<file path="config.mk">
export PLATFORM = sky130hd
export DESIGN_NAME = gpio_status_top
export DESIGN_NICKNAME = d
export VERILOG_FILES = /design/src/pkg/gpio_status_pkg.sv /design/src/design/gpio_status_top.sv /design/src/design/lamp_blinker.sv /design/src/design/pad_cell.sv
export SDC_FILE = /design/constraint.sdc
export NUM_CORES = 1
export LEC_CHECK = 0
export BUFFER_PORTS_ARGS = -buffer_cell sky130_fd_sc_hd__buf_2
export CAP_MARGIN = 15
export CORE_MARGIN = 4
export CORE_UTILIZATION = 36
export DETAILED_ROUTE_END_ITERATION = 6
export GPL_TIMING_DRIVEN = 0
export HOLD_SLACK_MARGIN = 0.12
export MAX_ROUTING_LAYER = met4
export PLACE_DENSITY = 0.53
export RECOVER_POWER = 50
export SLEW_MARGIN = 20
export SYNTH_ARGS = -nofsm -noshare
export SYNTH_HDL_FRONTEND = slang
export SYNTH_HIERARCHICAL = 1
export SYNTH_SLANG_ARGS = --single-unit
</file>
<file path="constraint.sdc">
create_clock -name clk -period 3.5 [get_ports clk]
set_input_delay 0.35 -clock clk [delete_from_list [all_inputs] [get_ports clk]]
set_output_delay 0.35 -clock clk [all_outputs]
set_load 0.01 [all_outputs]
</file>
<file path="src/pkg/gpio_status_pkg.sv">
// Package: register map, field layout, reset values and timing counts of the pad bank
package gpio_status_pkg;

    // ------------------------------------------------------------
    // Geometry
    // ------------------------------------------------------------
    localparam int unsigned PAD_COUNT   = 10;
    localparam int unsigned ADDR_W      = 4;

    // ------------------------------------------------------------
    // Register word indices (byte address = 4 * index)
    // ------------------------------------------------------------
    localparam logic [ADDR_W-1:0] REG_MODE_LO   = 4'h0;
    localparam logic [ADDR_W-1:0] REG_MODE_HI   = 4'h1;
    localparam logic [ADDR_W-1:0] REG_OUT_DATA  = 4'h2;
    localparam logic [ADDR_W-1:0] REG_IN_DATA   = 4'h3;
    localparam logic [ADDR_W-1:0] REG_ALT_DATA  = 4'h4;
    localparam logic [ADDR_W-1:0] REG_TEMP_CTRL = 4'h5;
    localparam logic [ADDR_W-1:0] REG_LAMP_CTRL = 4'h6;
    localparam logic [ADDR_W-1:0] REG_IRQ_STAT  = 4'h7;
    localparam logic [ADDR_W-1:0] REG_IRQ_EN    = 4'h8;
    localparam logic [ADDR_W-1:0] REG_IRQ_CLR   = 4'h9;
    localparam logic [ADDR_W-1:0] REG_STATUS    = 4'hA;

    // ------------------------------------------------------------
    // Pad modes, two bits per pad
    // ------------------------------------------------------------
    localparam logic [1:0] MODE_INPUT  = 2'h0;
    localparam logic [1:0] MODE_OUTPUT = 2'h1;
    localparam logic [1:0] MODE_ALT    = 2'h2;

    // ------------------------------------------------------------
    // Field positions
    // ------------------------------------------------------------
    localparam int unsigned TEMP_EN_BIT    = 0;
    localparam int unsigned TEMP_PAD_LSB   = 4;
    localparam int unsigned TEMP_PAD_W     = 4;
    localparam int unsigned LAMP_STATE_LSB = 0;
    localparam int unsigned LAMP_STATE_W   = 2;
    localparam int unsigned LAMP_CALL_BIT  = 2;
    localparam int unsigned IRQ_W          = 3;
    localparam int unsigned IRQ_TEMP_BIT   = 0;
    localparam int unsigned IRQ_INPUT_BIT  = 1;
    localparam int unsigned IRQ_LAMP_BIT   = 2;

    // ------------------------------------------------------------
    // Indicator status codes
    // ------------------------------------------------------------
    localparam logic [1:0] LAMP_OFF        = 2'h0;
    localparam logic [1:0] LAMP_SEARCHING  = 2'h1;
    localparam logic [1:0] LAMP_REGISTERED = 2'h2;

    // ------------------------------------------------------------
    // Reset values
    // ------------------------------------------------------------
    localparam logic [31:0] MODE_RESET     = 32'h0000_0000;
    localparam logic [31:0] OUT_RESET      = 32'h0000_0000;
    localparam logic [31:0] TEMP_RESET     = 32'h0000_0000;
    localparam logic [31:0] LAMP_RESET     = 32'h0000_0000;
    localparam logic [31:0] IRQ_EN_RESET   = 32'h0000_0000;

    // ------------------------------------------------------------
    // Timing
    // ------------------------------------------------------------
    localparam longint CLK_HZ            = 100_000_000;
    localparam longint FAST_PERIOD_MS    = 1000;
    localparam longint FAST_ON_MS        = 500;
    localparam longint SLOW_PERIOD_MS    = 3000;
    localparam longint SLOW_ON_MS        = 300;
    localparam longint FAST_PERIOD_CYC   = FAST_PERIOD_MS * CLK_HZ / 1000;
    localparam longint FAST_ON_CYC       = FAST_ON_MS * CLK_HZ / 1000;
    localparam longint SLOW_PERIOD_CYC   = SLOW_PERIOD_MS * CLK_HZ / 1000;
    localparam longint SLOW_ON_CYC       = SLOW_ON_MS * CLK_HZ / 1000;
    localparam int unsigned BLINK_CNT_W  = 32;

endpackage
</file>
<file path="src/design/gpio_status_top.sv">
// Ten-pad configurable GPIO bank with over-temperature alarm and status lamp
//
// Our own choices: the Avalon-MM interface to the registers and the address map.
`timescale 1ns/1ps
`default_nettype none
module gpio_status_top
    import gpio_status_pkg::*;
#(
    parameter longint FAST_PERIOD = FAST_PERIOD_CYC,
    parameter longint FAST_ON     = FAST_ON_CYC,
    parameter longint SLOW_PERIOD = SLOW_PERIOD_CYC,
    parameter longint SLOW_ON     = SLOW_ON_CYC
)
(
    input  wire logic                 clk,
    input  wire logic                 rst,
    input  wire logic [ADDR_W-1:0]    avs_address,
    input  wire logic                 avs_read,
    input  wire logic                 avs_write,
    input  wire logic [31:0]          avs_writedata,
    input  wire logic [3:0]           avs_byteenable,
    output logic [31:0]               avs_readdata,
    output logic                      avs_waitrequest,
    input  wire logic [PAD_COUNT-1:0] pad_in,
    output logic [PAD_COUNT-1:0]      pad_out,
    output logic [PAD_COUNT-1:0]      pad_oe,
    input  wire logic                 temp_limit_reached,
    output logic                      network_status_indicator,
    output logic                      irq
);

    // ------------------------------------------------------------
    // Registers
    // ------------------------------------------------------------
    logic [2*PAD_COUNT-1:0] mode_r;
    logic [PAD_COUNT-1:0]   out_data_r;
    logic [PAD_COUNT-1:0]   alt_data_r;
    logic [7:0]             over_temperature_alarm_setup_r;
    logic [2:0]             lamp_ctrl_r;
    logic [IRQ_W-1:0]       irq_stat_r;
    logic [IRQ_W-1:0]       irq_en_r;
    logic                   ack_r;
    logic                   temp_meta_r;
    logic                   temp_sync_r;
    logic                   temp_prev_r;
    logic [PAD_COUNT-1:0]   in_prev_r;

    logic [PAD_COUNT-1:0]   level;
    logic [PAD_COUNT-1:0]   alt_drive;
    logic [31:0]            wmask;
    logic [31:0]            rdata;
    logic                   wr_en;
    logic                   rd_en;
    logic                   temp_alarm;
    logic [TEMP_PAD_W-1:0]  alarm_pad;
    logic                   lamp_restart;
    logic [IRQ_W-1:0]       irq_events;
    logic [PAD_COUNT-1:0]   in_change;

    // ------------------------------------------------------------
    // Avalon slave: one wait state, then the answer
    // ------------------------------------------------------------
    // A single wait cycle lets read data come out of a flop
    assign avs_waitrequest = (avs_read | avs_write) & ~ack_r;
    assign wr_en           = avs_write & ack_r;
    assign rd_en           = avs_read & ~ack_r;

    always_ff @(posedge clk) begin
        if (rst)
            ack_r <= 1'b0;
        else
            ack_r <= (avs_read | avs_write) & ~ack_r;
    end

    genvar b;
    generate
        for (b = 0; b < 4; b++) begin : g_lane
            assign wmask[8*b +: 8] = {8{avs_byteenable[b]}};
        end
    endgenerate

    // ------------------------------------------------------------
    // Software-written state
    // ------------------------------------------------------------
    always_ff @(posedge clk) begin
        if (rst) begin
            mode_r <= MODE_RESET[2*PAD_COUNT-1:0];
        end else if (wr_en && avs_address == REG_MODE_LO) begin
            mode_r[15:0] <= (mode_r[15:0] & ~wmask[15:0]) | (avs_writedata[15:0] & wmask[15:0]);
        end else if (wr_en && avs_address == REG_MODE_HI) begin
            mode_r[19:16] <= (mode_r[19:16] & ~wmask[3:0]) | (avs_writedata[3:0] & wmask[3:0]);
        end
    end

    always_ff @(posedge clk) begin
        if (rst)
            out_data_r <= OUT_RESET[PAD_COUNT-1:0];
        else if (wr_en && avs_address == REG_OUT_DATA)
            out_data_r <= (out_data_r & ~wmask[PAD_COUNT-1:0])
                        | (avs_writedata[PAD_COUNT-1:0] & wmask[PAD_COUNT-1:0]);
    end

    // Firmware-side value for alternate pads
    always_ff @(posedge clk) begin
        if (rst)
            alt_data_r <= OUT_RESET[PAD_COUNT-1:0];
        else if (wr_en && avs_address == REG_ALT_DATA)
            alt_data_r <= (alt_data_r & ~wmask[PAD_COUNT-1:0])
                        | (avs_writedata[PAD_COUNT-1:0] & wmask[PAD_COUNT-1:0]);
    end

    always_ff @(posedge clk) begin
        if (rst)
            over_temperature_alarm_setup_r <= TEMP_RESET[7:0];
        else if (wr_en && avs_address == REG_TEMP_CTRL && avs_byteenable[0])
            over_temperature_alarm_setup_r <= avs_writedata[7:0];
    end

    always_ff @(posedge clk) begin
        if (rst)
            lamp_ctrl_r <= LAMP_RESET[2:0];
        else if (wr_en && avs_address == REG_LAMP_CTRL && avs_byteenable[0])
            lamp_ctrl_r <= avs_writedata[2:0];
    end

    always_ff @(posedge clk) begin
        if (rst)
            irq_en_r <= IRQ_EN_RESET[IRQ_W-1:0];
        else if (wr_en && avs_address == REG_IRQ_EN && avs_byteenable[0])
            irq_en_r <= avs_writedata[IRQ_W-1:0];
    end

    // ------------------------------------------------------------
    // Over-temperature alarm
    // ------------------------------------------------------------
    always_ff @(posedge clk) begin
        if (rst) begin
            temp_meta_r <= 1'b0;
            temp_sync_r <= 1'b0;
            temp_prev_r <= 1'b0;
        end else begin
            temp_meta_r <= temp_limit_reached;
            temp_sync_r <= temp_meta_r;
            temp_prev_r <= temp_alarm;
        end
    end

    assign alarm_pad  = over_temperature_alarm_setup_r[TEMP_PAD_LSB +: TEMP_PAD_W];
    assign temp_alarm = over_temperature_alarm_setup_r[TEMP_EN_BIT] & temp_sync_r;

    // ------------------------------------------------------------
    // Pad cells
    // ------------------------------------------------------------
    genvar p;
    generate
        for (p = 0; p < PAD_COUNT; p++) begin : g_pad
            logic [1:0] eff_mode;
            // Alarm takes the selected pad over whatever mode it had
            assign alt_drive[p] = (temp_alarm && alarm_pad == TEMP_PAD_W'(p)) ? 1'b1 : alt_data_r[p];
            assign eff_mode     = (temp_alarm && alarm_pad == TEMP_PAD_W'(p)) ? MODE_ALT : mode_r[2*p +: 2];
            pad_cell u_pad (
                .clk       (clk),
                .rst       (rst),
                .mode      (eff_mode),
                .out_value (out_data_r[p]),
                .alt_value (alt_drive[p]),
                .pad_in    (pad_in[p]),
                .pad_out   (pad_out[p]),
                .pad_oe    (pad_oe[p]),
                .level     (level[p])
            );
        end
    endgenerate

    // ------------------------------------------------------------
    // Status indicator
    // ------------------------------------------------------------
    lamp_blinker #(
        .FAST_PERIOD (FAST_PERIOD),
        .FAST_ON     (FAST_ON),
        .SLOW_PERIOD (SLOW_PERIOD),
        .SLOW_ON     (SLOW_ON)
    ) u_lamp (
        .clk           (clk),
        .rst           (rst),
        .net_state     (lamp_ctrl_r[LAMP_STATE_LSB +: LAMP_STATE_W]),
        .call_active   (lamp_ctrl_r[LAMP_CALL_BIT]),
        .indicator_pin (network_status_indicator),
        .restarted     (lamp_restart)
    );

    // ------------------------------------------------------------
    // Interrupts
    // ------------------------------------------------------------
    always_ff @(posedge clk) begin
        if (rst)
            in_prev_r <= '0;
        else
            in_prev_r <= level;
    end

    always_comb begin
        for (int i = 0; i < PAD_COUNT; i++)
            in_change[i] = (mode_r[2*i +: 2] == MODE_INPUT) && (level[i] != in_prev_r[i]);
    end

    assign irq_events[IRQ_TEMP_BIT]  = temp_alarm & ~temp_prev_r;
    assign irq_events[IRQ_INPUT_BIT] = |in_change;
    assign irq_events[IRQ_LAMP_BIT]  = lamp_restart;

    // New event wins over a clear in the same cycle
    always_ff @(posedge clk) begin
        if (rst)
            irq_stat_r <= '0;
        else if (wr_en && avs_address == REG_IRQ_CLR && avs_byteenable[0])
            irq_stat_r <= (irq_stat_r & ~avs_writedata[IRQ_W-1:0]) | irq_events;
        else
            irq_stat_r <= irq_stat_r | irq_events;
    end

    always_ff @(posedge clk) begin
        if (rst)
            irq <= 1'b0;
        else
            irq <= |(irq_stat_r & irq_en_r);
    end

    // ------------------------------------------------------------
    // Read path
    // ------------------------------------------------------------
    always_comb begin
        rdata = 32'h0000_0000;
        case (avs_address)
            REG_MODE_LO:   rdata[15:0] = mode_r[15:0];
            REG_MODE_HI:   rdata[3:0] = mode_r[19:16];
            REG_OUT_DATA:  rdata[PAD_COUNT-1:0] = out_data_r;
            REG_IN_DATA:   rdata[PAD_COUNT-1:0] = level;
            REG_ALT_DATA:  rdata[PAD_COUNT-1:0] = alt_data_r;
            REG_TEMP_CTRL: rdata[7:0] = over_temperature_alarm_setup_r;
            REG_LAMP_CTRL: rdata[2:0] = lamp_ctrl_r;
            REG_IRQ_STAT:  rdata[IRQ_W-1:0] = irq_stat_r;
            REG_IRQ_EN:    rdata[IRQ_W-1:0] = irq_en_r;
            REG_STATUS:    rdata[1:0] = {network_status_indicator, temp_alarm};
            default:       rdata = 32'h0000_0000;
        endcase
    end

    always_ff @(posedge clk) begin
        if (rst)
            avs_readdata <= 32'h0000_0000;
        else if (rd_en)
            avs_readdata <= rdata;
    end

endmodule
`default_nettype wire

</file>
<file path="src/design/lamp_blinker.sv">
// Status lamp pattern generator with inverted pin polarity
`timescale 1ns/1ps
`default_nettype none
module lamp_blinker
    import gpio_status_pkg::*;
#(
    parameter longint FAST_PERIOD = FAST_PERIOD_CYC,
    parameter longint FAST_ON     = FAST_ON_CYC,
    parameter longint SLOW_PERIOD = SLOW_PERIOD_CYC,
    parameter longint SLOW_ON     = SLOW_ON_CYC
)
(
    input  wire logic       clk,
    input  wire logic       rst,
    input  wire logic [1:0] net_state,
    input  wire logic       call_active,
    output logic            indicator_pin,
    output logic            restarted
);

    typedef enum logic [1:0] {PAT_DARK, PAT_FAST, PAT_SLOW, PAT_LIT} pattern_t;

    pattern_t               pattern;
    pattern_t               pattern_r;
    logic [BLINK_CNT_W-1:0] cnt_r;
    logic [BLINK_CNT_W-1:0] period;
    logic [BLINK_CNT_W-1:0] on_time;
    logic                   lamp_on;

    always_comb begin
        if (call_active)
            pattern = PAT_LIT;
        else begin
            case (net_state)
                LAMP_SEARCHING:  pattern = PAT_FAST;
                LAMP_REGISTERED: pattern = PAT_SLOW;
                default:         pattern = PAT_DARK;
            endcase
        end
    end

    always_comb begin
        case (pattern_r)
            PAT_FAST: begin
                period  = BLINK_CNT_W'(FAST_PERIOD);
                on_time = BLINK_CNT_W'(FAST_ON);
            end
            default: begin
                period  = BLINK_CNT_W'(SLOW_PERIOD);
                on_time = BLINK_CNT_W'(SLOW_ON);
            end
        endcase
    end

    assign restarted = (pattern != pattern_r);

    // Pattern restarts from cycle zero on any change, lit unless the new one is PAT_DARK
    always_ff @(posedge clk) begin
        if (rst) begin
            pattern_r <= PAT_DARK;
            cnt_r     <= '0;
        end else if (restarted) begin
            pattern_r <= pattern;
            cnt_r     <= '0;
        end else if (cnt_r == period - 1'b1) begin
            cnt_r <= '0;
        end else begin
            cnt_r <= cnt_r + 1'b1;
        end
    end

    always_comb begin
        case (pattern_r)
            PAT_LIT:  lamp_on = 1'b1;
            PAT_FAST: lamp_on = (cnt_r < on_time);
            PAT_SLOW: lamp_on = (cnt_r < on_time);
            default:  lamp_on = 1'b0;
        endcase
    end

    // External transistor inverts, so lit means pin low
    always_ff @(posedge clk) begin
        if (rst)
            indicator_pin <= 1'b1;
        else
            indicator_pin <= ~lamp_on;
    end

endmodule
`default_nettype wire

</file>
<file path="src/design/pad_cell.sv">
// One configurable pad: input sampling and push-pull drive selection
`timescale 1ns/1ps
`default_nettype none
module pad_cell
    import gpio_status_pkg::*;
(
    input  wire logic       clk,
    input  wire logic       rst,
    input  wire logic [1:0] mode,
    input  wire logic       out_value,
    input  wire logic       alt_value,
    input  wire logic       pad_in,
    output logic            pad_out,
    output logic            pad_oe,
    output logic            level
);

    logic meta_r;
    logic sync_r;

    // Two stages; only the second is looked at
    always_ff @(posedge clk) begin
        if (rst) begin
            meta_r <= 1'b0;
            sync_r <= 1'b0;
        end else begin
            meta_r <= pad_in;
            sync_r <= meta_r;
        end
    end

    assign level = sync_r;

    always_ff @(posedge clk) begin
        if (rst) begin
            pad_out <= 1'b0;
            pad_oe  <= 1'b0;
        end else begin
            case (mode)
                MODE_OUTPUT: begin
                    pad_out <= out_value;
                    pad_oe  <= 1'b1;
                end
                MODE_ALT: begin
                    pad_out <= alt_value;
                    pad_oe  <= 1'b1;
                end
                default: begin
                    pad_out <= 1'b0;
                    pad_oe  <= 1'b0;
                end
            endcase
        end
    end

endmodule
`default_nettype wire

</file>
==> qor.txt <==
=================================================================================================
CTS H-tree depth                                                                                4
DRT iter0 DRCs                                                                                601
Count of antenna-violating nets left after detailed routing                                     0
Post-CTS Setup Bufs                                                                             0
Syn Area/Cell                                                                            9.30 um2
Maximum clock frequency                                                                   316 MHz
Num rows                                                                                       53
Final-stage net count                                                                       1,045
I/O pin count                                                                                 110
Final wirelength                                                                        21,500 um
Crit-path slowest cell                                                               sky130_fd_sc_hd__a2111oi_2
Yosys top cell by area                                                               sky130_fd_sc_hd__dfxtp_1
Fin. Hold Viols                                                                                 0
RSZ-0062 raised after global routing                                                        false
Number of iterations in the first detailed-routing pass                                         5
GRT Resource Usage Total                                                                    0.183
Worst Path Class, Setup                                                                reg -> reg
Setup skew after layout                                                                   10.5 ps
Chain of cells forming the critical path                                             inv_1, ha_1, clkbuf_1, inv_1, ha_1, nor4bb_1, nand4_1, a2111oi_2, a311o_1, buf_4, buf_4, nor2_1
Top-area cell type share of the netlist area                                                0.413
Number of clock buffers inserted by TritonCTS                                                  17
Share of layout cells above drive strength 1                                                0.164
Area growth from synthesis to layout                                                        16.8%
Setup-violating endpoint count in the final report                                              0
Total gr overflow                                                                               0
Relative slew slack                                                                         0.137
Max VDD drop                                                                             0.304 mV
Class of the tightest hold or removal check                                             in -> reg
Latest clock arrival within the worst-skew pair                                            420 ps
Antenna fix cells                                                                               0
Count of pins over their slew limit                                                             0
Number of synthesis warnings                                                                    6
Clock transition at the registers of the reported paths                                     70 ps
Detailed-route via count                                                                    6,230
Fraction of the yosys area taken by sequential cells                                        0.413
Total of hold buffers inserted after clock tree synthesis                                       4
Buffers & Inverters on Critical Path                                                            5
Final Critical Period                                                                     3160 ps
Top cells by area, synth                                                             sky130_fd_sc_hd__dfxtp_1 (41%), sky130_fd_sc_hd__mux2i_1 (6.3%), sky130_fd_sc_hd__nor2_1 (5.3%)
Final core utilization                                                                      0.433
CP peak stage delay                                                                        440 ps
Slew of the pin with the lowest slew margin                                               1290 ps
Critical path startpoint category                                                            flop
Vias in the first global route                                                              5,992
Maximum number of pins on one net before global-route repair                                   47
Core outline area                                                                      21,300 um2
PortBufs                                                                                       71
Resized cells post-CTS                                                                          0
Post-synthesis instance area                                                             7900 um2
Root cell of the clock tree                                                          sky130_fd_sc_hd__clkbuf_16
Leading cell type by number of instances after synthesis                             sky130_fd_sc_hd__dfxtp_1
Initial antenna violation count                                                                 0
LEAKAGE                                                                                   3.50 nW
Crit-path max FO                                                                               10
Largest delay contributor family on the critical path                                buffers and inverters
Element type at the critical path end                                                        flop
Worst Hold Margin                                                                          138 ps
Number of distinct library cell variants in the gate-level netlist after synthesis             73
Prevailing post-synth register cell                                                  sky130_fd_sc_hd__dfxtp_1
Final Cycle Share                                                                           0.904
Register bit total from synthesis                                                             163
Proportion of synthesized flip-flops having asynchronous set or reset                           0
Fill cell total of the finished layout                                                      2,143
TritonCTS clock tree                                                                        built
Max_cap viols                                                                                   0
Area of the die                                                                        24,400 um2
Number of clock sinks                                                                         163
Initial cell density of the core                                                            0.371
Most numerous cell types in the synthesized netlist                                  sky130_fd_sc_hd__dfxtp_1 (163), sky130_fd_sc_hd__nor2_1 (112), sky130_fd_sc_hd__mux2i_1 (50)
DR DRC count                                                                                    0
Routed vias/inst                                                                             5.00
Result of the run                                                                    finished clean
Power per cell area                                                                    429 nW/um2
Die Ht                                                                                     156 um
Gp weighted congestion                                                                      0.904
Die span in x                                                                              156 um
Longest Clk Path Bufs                                                                           2
Wirelength per Cell                                                                       17.3 um
Cell count after synthesis                                                                    849
Wire length of the first global-routing pass                                            33,600 um
Final HPWL DP                                                                           15,800 um
Setup TNS                                                                                    0 ps
Required time of the worst setup path                                                     3810 ps
CP arrival                                                                                3470 ps
Post-synth EDFFs                                                                                0
=================================================================================================
-- cell families after synthesis --
group / count (synthesis) / synth area share
buffers and inverters: 91 / 0.0586
XOR/XNOR: 42 / 0.0466
other: 1 / 0.000475
AO/OA/AOI/OAI: 92 / 0.0897
AND/OR/NAND/NOR: 374 / 0.268
flip-flops: 163 / 0.413
multiplexers: 55 / 0.0748
adder cells (fa/ha/maj): 31 / 0.0491
-- routing by layer --
| metal | track usage | routed length (um) | share of wire | up-vias |
|---|---|---|---|---|
| met5 | - | 0 | 0 | - |
| met4 | 0.0525 | 193 | 0.0090 | 0 |
| met3 | 0.0325 | 1390 | 0.065 | 14 |
| met2 | 0.268 | 9450 | 0.44 | 192 |
| met1 | 0.258 | 10500 | 0.49 | 2914 |
| li1 | - | - | - | 3110 |
-- through the flow --
step                total power [mW]  setup WS, ps  std cells  area (um2)
CTS                             4.00           306       1246        9260
global placement                2.18           305       1210        8650
detailed placement              2.18           323       1210        8650
floorplan                       2.08           901        864        7950
global route                    4.11           127       1247        9230
finish                          3.96           336       1247        9230
-- cell usage in the layout, fill, tap and decap left out, drive strengths merged, types with 12 or more instances in the layout --
| cell | count |
|---|---|
| a22oi | 20 |
| ha | 31 |
| dfxtp | 163 |
| and2 | 12 |
| conb | 16 |
| or2 | 15 |
| nand2b | 15 |
| nand3 | 31 |
| mux2i | 50 |
| nor2 | 116 |
| nor3 | 31 |
| inv | 37 |
| buf | 70 |
| a21oi | 30 |
| nor4 | 13 |
| clkbuf | 80 |
| nand2 | 45 |
| nor2b | 45 |
| xnor2 | 34 |
-- power by group --
group	switching [mW]	internal (mW)	total [mW]
combinational	0.153	0.0891	0.242
clock	0.806	1.01	1.82
sequential	0.0198	1.88	1.90
total	0.979	2.98	3.96
-- path summary, 6_finish.rpt --
path	slack [ps]	depth (start not counted)	from	end
worst max-delay path	340	12	u_lamp/pattern_r[1]	u_lamp/cnt_r[12]
worst min register to register	430	1	g_pad[4].u_pad/meta_r	g_pad[4].u_pad/level
worst max register to register	340	12	u_lamp/pattern_r[1]	u_lamp/cnt_r[12]
worst min-delay path	140	2	pad_in[0]	g_pad[0].u_pad/meta_r
-- area by class of cell --
type / instances / area (um2) / area share
timing repair buffer: 76 / 365 / 0.0396
tap: 275 / 344 / 0.0373
multi-input combinational: 610 / 4220 / 0.458
clock inverter: 13 / 125 / 0.0136
sequential: 163 / 3260 / 0.354
inverter: 32 / 120 / 0.0130
clock buffer: 19 / 443 / 0.0480
buffer: 59 / 343 / 0.0372
Note: power is estimated with default switching activity, not from simulation.
